**src/shared/misc_regs_pkg.sv**
```systemverilog
// Constants for the miscellaneous pin and trim register bank.
// Assumes an 8-bit register port with byte addresses.
package misc_regs_pkg;
  localparam int ADDR_W = 8;
  localparam int DATA_W = 8;
  localparam logic [7:0] ADDR_PULLDOWN = 8'hb8;
  localparam logic [7:0] ADDR_REV_LOW = 8'hba;
  localparam logic [7:0] ADDR_REV_HIGH = 8'hbb;
  localparam logic [7:0] ADDR_SUPPLY_TRIM = 8'hc0;
  localparam logic [7:0] ADDR_LINE_BIAS = 8'hc3;
  localparam logic [7:0] RST_PULLDOWN = 8'hff;
  localparam logic [7:0] RST_SUPPLY_TRIM = 8'h7c;
  localparam logic [4:0] RST_LINE_BIAS = 5'h10;
  localparam int PD_CHIP_SELECT = 0;
  localparam int PD_SERIAL_CLOCK = 1;
  localparam int PD_SERIAL_IN = 2;
  localparam int PD_LINE_TRANSMIT = 3;
  localparam int PD_TEST_RESET = 4;
  localparam int PD_TEST_CLOCK = 5;
  localparam int PD_TEST_MODE_SELECT = 6;
  localparam int PD_WATCHDOG_OFF = 7;
  localparam int CORE_SEL_BIT = 0;
  localparam int PERIPH_SEL_BIT = 1;
  localparam int BANDGAP_LSB = 2;
  localparam int LINE_BIAS_W = 5;
  localparam int VALID_BIT_A = 0;
  localparam int VALID_BIT_B = 4;
  // Arbitrary neutral revision value
  localparam logic [11:0] REV_CODE_DEFAULT = 12'h5a5;
  // Download sequence: idle, check validity, copy, done
  typedef enum logic [3:0] {
    LD_IDLE = 4'b0001,
    LD_CHECK = 4'b0010,
    LD_COPY = 4'b0100,
    LD_DONE = 4'b1000
  } load_state_e;
endpackage

```
**src/misc_pin_and_trim_registers.sv**
```systemverilog
// Miscellaneous pin pull-down, revision and trim register bank.
// Assumes a register port decoded elsewhere and a one-time memory source.
//
// Contract
// [RULE1] Eight input pull-downs, each enabled by its own bit, reset to one.
// [RULE2] Bit order: cs, sclk, sdi, txd, trst, tck, tms, watchdog-off; one connects.
// [RULE3] Serial inputs and line transmit enabled only in full-power state.
// [RULE4] Watchdog-off input accepted only while host reset output high.
// [RULE5] Test interface inputs enabled only while test enable high.
// [RULE6] Line transmit held low continuously trips timeout and reports error.
// [RULE7] Read-only 12-bit revision: low byte, then high nibble, zeros above.
// [RULE8] Software writes zeros to unused upper bits of those registers.
// [RULE9] Supply trim bit 0 selects core 1.2V or 1.8V, reset zero.
// [RULE10] Supply trim bit 1 selects peripheral 2.5V or 3.3V, reset zero.
// [RULE11] Bandgap trim six bits at 7..2, reset 011111.
// [RULE12] Download overwrites trims only when memory content is valid.
// [RULE13] Line bias trim five bits, reset 10000, zero smallest.
// [RULE14] Analog supply regulator can be switched off.
// [RULE15] Peripheral and core regulators can be switched off.
// [RULE16] Low-power digital regulator stays on in ultra-low-power and off.
// [RULE17] Software avoids changing core and peripheral trim bits.
// [RULE18] Download starts after every reset, checks validity, stops if invalid.
// [RULE19] Serial status bit 0 high while download active.
// [RULE20] Every register returns to default on reset before download.
`timescale 1ns/1ps
module misc_pin_and_trim_registers
  import misc_regs_pkg::*;
#(
  parameter logic [11:0] REV_CODE = REV_CODE_DEFAULT,
  parameter int TXD_TIMEOUT_CYCLES = 4096
) (
  // Clock and reset
  input wire logic i_ref_clk,
  input wire logic i_rst,
  // Register port
  input wire logic i_reg_wr,
  input wire logic i_reg_rd,
  input wire logic [ADDR_W-1:0] i_reg_addr,
  input wire logic [DATA_W-1:0] i_reg_wdata,
  output logic [DATA_W-1:0] o_reg_rdata,
  // One-time memory words and user download trigger
  input wire logic i_trim_load_trigger,
  input wire logic [7:0] i_otp_valid_word,
  input wire logic [7:0] i_otp_supply_trim,
  input wire logic [4:0] i_otp_line_bias,
  // Power state and pins
  input wire logic i_full_power_state,
  input wire logic i_low_power_state,
  input wire logic i_ultra_low_power_state,
  input wire logic i_sleep_mode,
  input wire logic i_host_reset_out_n,
  input wire logic i_test_enable,
  input wire logic i_chip_select_n,
  input wire logic i_serial_clock,
  input wire logic i_serial_in,
  input wire logic i_line_transmit,
  input wire logic i_test_reset_n,
  input wire logic i_test_clock,
  input wire logic i_test_mode_select,
  input wire logic i_watchdog_off_pin,
  // Pull-down and gated inputs
  output logic [7:0] o_pulldown_en,
  output logic o_chip_select_n,
  output logic o_serial_clock,
  output logic o_serial_in,
  output logic o_line_transmit,
  output logic o_test_reset_n,
  output logic o_test_clock,
  output logic o_test_mode_select,
  output logic o_watchdog_off,
  output logic o_txd_timeout,
  // Supply control
  output logic o_core_supply_select,
  output logic o_periph_supply_select,
  output logic [5:0] o_precision_bandgap_trim,
  output logic [LINE_BIAS_W-1:0] o_line_bias_trim,
  output logic o_analog_supply_en,
  output logic o_peripheral_supply_en,
  output logic o_core_supply_en,
  output logic o_low_power_digital_supply_en,
  // Status
  output logic o_serial_status_word_load
);

  // Elaboration checks: the timeout must fit the 16-bit counter, and the fields and read-back must fit the port
  initial begin
    if (TXD_TIMEOUT_CYCLES < 1 || TXD_TIMEOUT_CYCLES > 65535) begin
      $error("TXD_TIMEOUT_CYCLES out of range");
    end
    if (LINE_BIAS_W > DATA_W) begin
      $error("LINE_BIAS_W wider than the data port");
    end
    if (BANDGAP_LSB + $bits(o_precision_bandgap_trim) != DATA_W) begin
      $error("Bandgap field does not end at the top data bit");
    end
    if (PD_WATCHDOG_OFF >= DATA_W) begin
      $error("Pull-down bit outside the data port");
    end
  end

  ////////////////////////////////////////////////////////////////////////////
  // Registers

  logic [7:0] pulldown_enable_control;
  logic core_supply_select;
  logic periph_supply_select;
  logic [5:0] precision_bandgap_trim;
  logic [LINE_BIAS_W-1:0] line_bias_trim;
  load_state_e load_state;
  load_state_e next_load_state;
  logic [15:0] txd_low_count;
  logic txd_timeout;

  // Address hits for the read path; all but the two revision hits are shared with the write path
  wire hit_pulldown = (i_reg_addr == ADDR_PULLDOWN);
  wire hit_rev_low = (i_reg_addr == ADDR_REV_LOW);
  wire hit_rev_high = (i_reg_addr == ADDR_REV_HIGH);
  wire hit_supply = (i_reg_addr == ADDR_SUPPLY_TRIM);
  wire hit_bias = (i_reg_addr == ADDR_LINE_BIAS);

  // Revision registers have no write strobe, so writes there are dropped
  wire wr_pulldown = i_reg_wr && hit_pulldown;
  wire wr_supply = i_reg_wr && hit_supply;
  wire wr_bias = i_reg_wr && hit_bias;

  // Trim fields as one byte, for read-back
  wire [7:0] supply_trim =
    {precision_bandgap_trim, periph_supply_select, core_supply_select};

  // Memory content counts as valid when either marker bit is set
  wire otp_valid = i_otp_valid_word[VALID_BIT_A] | i_otp_valid_word[VALID_BIT_B];
  wire load_idle = (load_state == LD_IDLE);
  wire load_check = (load_state == LD_CHECK);
  wire load_copy = (load_state == LD_COPY);
  wire start_load = i_trim_load_trigger && load_idle;

  // One flop per pin pull-down, each resetting to its connected state
  for (genvar b = 0; b < $bits(pulldown_enable_control); b++) begin : g_pulldown
    always_ff @(posedge i_ref_clk) begin
      if (i_rst) begin
        pulldown_enable_control[b] <= RST_PULLDOWN[b]; // RULE1 RULE20
      end else if (wr_pulldown) begin
        pulldown_enable_control[b] <= i_reg_wdata[b];
      end
    end
  end

  // A download copy wins over a register write in the same cycle
  always_ff @(posedge i_ref_clk) begin
    if (i_rst) begin
      core_supply_select <= RST_SUPPLY_TRIM[CORE_SEL_BIT]; // RULE9 RULE20
    end else if (load_copy) begin
      core_supply_select <= i_otp_supply_trim[CORE_SEL_BIT]; // RULE12
    end else if (wr_supply) begin
      core_supply_select <= i_reg_wdata[CORE_SEL_BIT];
    end
  end

  always_ff @(posedge i_ref_clk) begin
    if (i_rst) begin
      periph_supply_select <= RST_SUPPLY_TRIM[PERIPH_SEL_BIT]; // RULE10 RULE20
    end else if (load_copy) begin
      periph_supply_select <= i_otp_supply_trim[PERIPH_SEL_BIT]; // RULE12
    end else if (wr_supply) begin
      periph_supply_select <= i_reg_wdata[PERIPH_SEL_BIT];
    end
  end

  always_ff @(posedge i_ref_clk) begin
    if (i_rst) begin
      precision_bandgap_trim <= RST_SUPPLY_TRIM[DATA_W-1:BANDGAP_LSB]; // RULE11 RULE20
    end else if (load_copy) begin
      precision_bandgap_trim <= i_otp_supply_trim[DATA_W-1:BANDGAP_LSB]; // RULE12
    end else if (wr_supply) begin
      precision_bandgap_trim <= i_reg_wdata[DATA_W-1:BANDGAP_LSB];
    end
  end

  always_ff @(posedge i_ref_clk) begin
    if (i_rst) begin
      line_bias_trim <= RST_LINE_BIAS; // RULE13 RULE20
    end else if (load_copy) begin
      line_bias_trim <= i_otp_line_bias; // RULE12
    end else if (wr_bias) begin
      line_bias_trim <= i_reg_wdata[LINE_BIAS_W-1:0]; // RULE8
    end
  end

  ////////////////////////////////////////////////////////////////////////////
  // Download sequencer

  always_comb begin
    case (load_state)
      LD_IDLE: begin
        next_load_state = start_load ? LD_CHECK : LD_IDLE;
      end
      LD_CHECK: begin
        // An invalid memory stops the download without copying
        next_load_state = otp_valid ? LD_COPY : LD_DONE; // RULE18
      end
      LD_COPY: begin
        next_load_state = LD_DONE;
      end
      LD_DONE: begin
        next_load_state = LD_IDLE;
      end
      default: begin
        next_load_state = LD_IDLE;
      end
    endcase
  end

  always_ff @(posedge i_ref_clk) begin
    if (i_rst) begin
      load_state <= LD_CHECK; // RULE18
    end else begin
      load_state <= next_load_state;
    end
  end

  // Status stays high through the check and copy states
  assign o_serial_status_word_load = load_check || load_copy; // RULE19

  ////////////////////////////////////////////////////////////////////////////
  // Line transmit timeout

  // Counts only while the input is enabled and low, so a broken wire trips it
  wire txd_en = i_full_power_state;
  wire txd_low_run = txd_en && !i_line_transmit;
  wire [15:0] txd_limit = 16'(TXD_TIMEOUT_CYCLES - 1);
  wire txd_limit_hit = (txd_low_count >= txd_limit);
  always_ff @(posedge i_ref_clk) begin
    if (i_rst || !txd_low_run) begin
      txd_low_count <= 16'h0000;
      txd_timeout <= 1'b0;
    end else if (txd_limit_hit) begin
      txd_timeout <= 1'b1; // RULE6
    end else begin
      txd_low_count <= txd_low_count + 16'h0001;
    end
  end
  assign o_txd_timeout = txd_timeout;

  ////////////////////////////////////////////////////////////////////////////
  // Read decode and outputs

  wire [7:0] rd_pulldown = pulldown_enable_control;
  wire [7:0] rd_rev_low = REV_CODE[7:0]; // RULE7
  wire [7:0] rd_rev_high = {4'h0, REV_CODE[11:8]};
  wire [7:0] rd_bias = {3'h0, line_bias_trim};
  // Unmapped addresses read as zero
  wire [7:0] rd_mux =
    ({DATA_W{hit_pulldown}} & rd_pulldown) |
    ({DATA_W{hit_rev_low}} & rd_rev_low) |
    ({DATA_W{hit_rev_high}} & rd_rev_high) |
    ({DATA_W{hit_supply}} & supply_trim) |
    ({DATA_W{hit_bias}} & rd_bias);

  always_ff @(posedge i_ref_clk) begin
    if (i_rst) begin
      o_reg_rdata <= 8'h00;
    end else if (i_reg_rd) begin
      o_reg_rdata <= rd_mux;
    end
  end

  ////////////////////////////////////////////////////////////////////////////
  // Pin pull-downs and input gating

  // A disabled input shows its idle level to the logic behind it, except test reset, which reads low
  assign o_pulldown_en = pulldown_enable_control; // RULE2
  wire serial_inputs_en = txd_en; // RULE3
  wire watchdog_input_en = i_host_reset_out_n; // RULE4
  wire test_inputs_en = i_test_enable; // RULE5

  assign o_chip_select_n = serial_inputs_en ? i_chip_select_n : 1'b1; // RULE3
  assign o_serial_clock = serial_inputs_en & i_serial_clock;
  assign o_serial_in = serial_inputs_en & i_serial_in;
  assign o_line_transmit = serial_inputs_en ? i_line_transmit : 1'b1;
  assign o_watchdog_off = watchdog_input_en & i_watchdog_off_pin; // RULE4
  assign o_test_reset_n = test_inputs_en & i_test_reset_n; // RULE5
  assign o_test_clock = test_inputs_en & i_test_clock;
  assign o_test_mode_select = test_inputs_en & i_test_mode_select;

  ////////////////////////////////////////////////////////////////////////////
  // Supply control

  assign o_core_supply_select = core_supply_select; // RULE9 RULE17
  assign o_periph_supply_select = periph_supply_select; // RULE10
  assign o_precision_bandgap_trim = precision_bandgap_trim; // RULE11
  assign o_line_bias_trim = line_bias_trim; // RULE13

  // Sleep and the deepest states switch the analog regulator off, and the peripheral and core ones unless in low-power state
  wire supplies_on = !i_sleep_mode && !i_ultra_low_power_state;
  wire regulators_on = supplies_on || i_low_power_state;
  assign o_analog_supply_en = supplies_on; // RULE14
  assign o_peripheral_supply_en = regulators_on; // RULE15
  assign o_core_supply_en = regulators_on;
  // Registers and power management live on this supply, so it never turns off
  assign o_low_power_digital_supply_en = 1'b1; // RULE16

endmodule

```
**config.mk**
```make
export PLATFORM = sky130hd
export DESIGN_NAME = misc_pin_and_trim_registers
export DESIGN_NICKNAME = d
export VERILOG_FILES = /design/src/shared/misc_regs_pkg.sv /design/src/misc_pin_and_trim_registers.sv
export SDC_FILE = /design/constraint.sdc
export NUM_CORES = 1
export LEC_CHECK = 0
export BUFFER_PORTS_ARGS = -buffer_cell sky130_fd_sc_hd__buf_2
export CORE_MARGIN = 2
export CORE_UTILIZATION = 23
export DETAILED_ROUTE_END_ITERATION = 12
export PLACE_DENSITY_LB_ADDON = 0.08
export SETUP_SLACK_MARGIN = 0.05
export SKIP_CTS_REPAIR_TIMING = 1
export SYNTH_ARGS = -nofsm -noshare
export SYNTH_HDL_FRONTEND = slang
export SYNTH_SLANG_ARGS = --single-unit
```
**constraint.sdc**
```tcl
create_clock -name i_ref_clk -period 1.75 [get_ports i_ref_clk]
set_input_delay 0.35 -clock i_ref_clk [delete_from_list [all_inputs] [get_ports i_ref_clk]]
set_output_delay 0.35 -clock i_ref_clk [all_outputs]
set_load 0.02 [all_outputs]
```
==> impl_metrics.toml <==
[drt]
vias_per_cell = 4.52
drt-initial-drc-count = 61
wl_met3_um = 293
antenna_left = 0
num_vias = 2280
top_layer_used = "met4"
drc = 0
wl_per_cell_um = 13.8
wl_met1_mm = 3.15
first_pass_iters = 4
wl_mm = 6.94
wl_met2_mm = 3.42

[floorplanning]
start_util = 0.233
die_x_um = 105
io_pins = 99
core_area_um2 = 10100
row_count = 37
die_h_um = 105
dieArea_um2 = 11100

[final_layout]
nNetsFinal = 425
final_core_util = 0.311
antenna_cells = 0
drive_gt1_frac = 0.348
syn2layout_area_growth_pct = 33.5

[global_routing]
grt_start_max_net_pins = 19
grt_pass1_vias = 2230
grt_pass1_wl_mm = 11.1
grt_antenna_before_repair = 0
grt_util_all_layers = 0.125
overflow = 0

[power_and_ir_drop]
vdd_ir_drop_max_mv = 0.301
p_per_area_nw_per_um2 = 677
p_leak_nw = 1.36
finalPower_mw = 2.14

[placed_design]
port-buffer-count = 91
hpwl_mm = 5.39
place_congestion = 0.775
place_ws_ns = 0.0600

[job]
cap_violations = 0

[clocking]
root_buffer = "clkbuf_8"
cts_tree = "done"
cts_buffer_depth = 2
cts_made_buffers = 5
htreeDepth = 2
insertion_delay_ns = 0.30
clock_sinks = 50
path_clk_slew_ns = 0.09

[sta]
drv_slew = 0
tightest_slew_ns = 0.514
relSlewSlack = 0.658
period_share = 0.945
fin_crit_ns = 1.65
clock_skew_ns = 0.0125
max_freq_mhz = 605
final-hold-violation-count = 0
setup_viol = 0
rsz0062_at_grt = "true"
fin_ws_ns = 0.0969

[setup_path]
critPathRequiredTime_ns = 1.40
crit_slowest_cell = "dfxtp_1"
cpPeakStageDelay_ns = 0.45
cp_max_fo = 3
crit_path_cell_trace = "nor4b_4 > or2_2 > buf_2"
path_class = "reg -> out"
crit_family = "flip-flops"
worstSetupEndpointType = "output pin"
cp-start-kind = "flip-flop"
arrival_ns = 1.30
cp.buffers_inverters = 1

[run_status]
status = "complete, no violations"

[yosys]
synth_area_um2 = 2360
ys_types = 48
syn-num-nets = 323
avgSynthCellArea_um2 = 8.89
seq_area_frac_synth = 0.423
ys_warn_count = 0
synthCells = 266
ys_ff_latch = 50

[hold_path]
hp-class = "in -> reg"
==> path summary, 6_finish.rpt <==
kind | end | slack, ns | from | cells after the start
worst max register to register | txd_low_count[1] | 0.17 | txd_low_count[0] | 6
worst max-delay path | o_serial_status_word_load | 0.1 | load_state[3] | 3
worst min register to register | o_txd_timeout | 0.48 | o_txd_timeout | 2
worst min-delay path | o_pulldown_en[3] | 0.27 | i_reg_wdata[3] | 3
==> final cells by class <==
cell class,count,area (um2)
clock buffers,5,68.8
well taps,136,170
fillers,1121,6980
flip-flops and latches,50,1000
clock inverters,2,10.0
repair buffers,110,598
multi-input cells,196,1290
inverters,5,18.8
==> tightest hold or removal path: stages <==
cell     delay [ns]
buf_2          0.08
mux2i_1        0.05
nand2_1        0.05
==> cells by family (layout without fill, tap and decap cells) <==
kind of cell | Yosys count | after routing | synth area share
AO/OA/AOI/OAI | 64 | 64 | 0.184
AND/OR/NAND/NOR | 112 | 112 | 0.268
adder cells (fa/ha/maj) | 1 | 1 | 0.00529
multiplexers | 16 | 16 | 0.0677
XOR/XNOR | 2 | 2 | 0.00741
other | 1 | 1 | 0.00159
flip-flops | 50 | 50 | 0.423
buffers and inverters | 20 | 122 | 0.0429
==> cells in the final DEF, fill, tap and decap left out, types with 2 or more instances in the layout <==
master	synthesis	routed
nand2b_1	3	3
clkinv_2	0	2
a21o_1	2	2
and4_1	2	2
nor3b_1	2	2
dfxtp_1	50	50
inv_1	4	4
buf_4	4	19
buf_2	3	91
xor2_1	2	2
or2_2	2	2
nand4_1	3	3
mux2i_1	16	16
a211oi_1	13	13
and3_1	9	9
clkbuf_8	0	5
a32oi_1	2	2
a21oi_1	11	11
nor3_1	4	4
a211o_1	2	2
o21ai_0	15	15
nor4b_4	1	3
nand3_1	11	11
a311oi_1	3	3
nor2_1	28	28
or3_1	6	6
nand2_1	17	17
a41oi_1	2	2
nor2b_1	4	4
and2_1	13	13
a31oi_1	6	6
==> where the power goes <==
group / internal (mW) / switching, mW / total [mW]
logic: 0.131 / 0.171 / 0.302
clock network: 0.270 / 0.377 / 0.647
registers: 1.16 / 0.0260 / 1.19
total: 1.56 / 0.574 / 2.14
==> state kept, by name (all words and copies together) (netlist names) <==
name,flops
o_txd_timeout,1
o_periph_supply_select,1
o_line_bias_trim,5
o_pulldown_en,8
load_state,4
o_reg_rdata,8
o_core_supply_select,1
txd_low_count,16
o_precision_bandgap_trim,6
==> per-layer routing <==
layer | vias to the layer above | GRT usage
li1 | 1178 | -
met1 | 1044 | 0.157
met2 | 53 | 0.219
met3 | 5 | 0.0260
met4 | 0 | 0.0314
met5 | - | 0
==> synthesized netlist by cell type (all sizes together) <==
cell,instances,share of area
and4b,1,0.0042
o41ai,1,0.0037
nand4,4,0.013
buf,8,0.024
or3,6,0.016
a21oi,11,0.023
nor3,4,0.0085
a211oi,13,0.041
and2,14,0.038
nand2b,3,0.0079
a41o,2,0.0085
nand4b,1,0.0037
and4,2,0.0074
a22oi,1,0.0032
a211o,2,0.0074
nor2,28,0.044
or2,2,0.0053
o31ai,1,0.0053
and3,9,0.024
a21o,2,0.0063
o211a,1,0.0042
xor2,2,0.0074
clkinv,1,0.0016
clkbuf,7,0.011
conb,1,0.0016
a31oi,6,0.016
nand3,11,0.023
mux2i,16,0.068
nor3b,2,0.0063
nor2b,4,0.011
o211ai,1,0.0032
ha,1,0.0053
a32oi,2,0.0074
dfxtp,50,0.42
inv,4,0.0063
a41oi,2,0.0074
o32ai,1,0.0037
nor4,1,0.0090
a311oi,3,0.011
o21ai,15,0.032
nor4b,3,0.020
nand2,17,0.027
==> per-stage QoR <==
| stage | setup TNS [ns] | area, um2 | hold WS, ns | instances |
|---|---|---|---|---|
| final | 0 | 3160 | 0.268 | 504 |
| after global routing | 0 | 3160 | 0.255 | 504 |
| after CTS | -0.0840 | 3120 | 0.260 | 502 |
| after detailed placement | 0 | 3040 | 0.460 | 495 |
| after global placement | 0 | 3040 | 0.449 | 495 |
| after floorplan | 0 | 2360 | 0.438 | 266 |
Note: power is estimated with default switching activity, not from simulation.
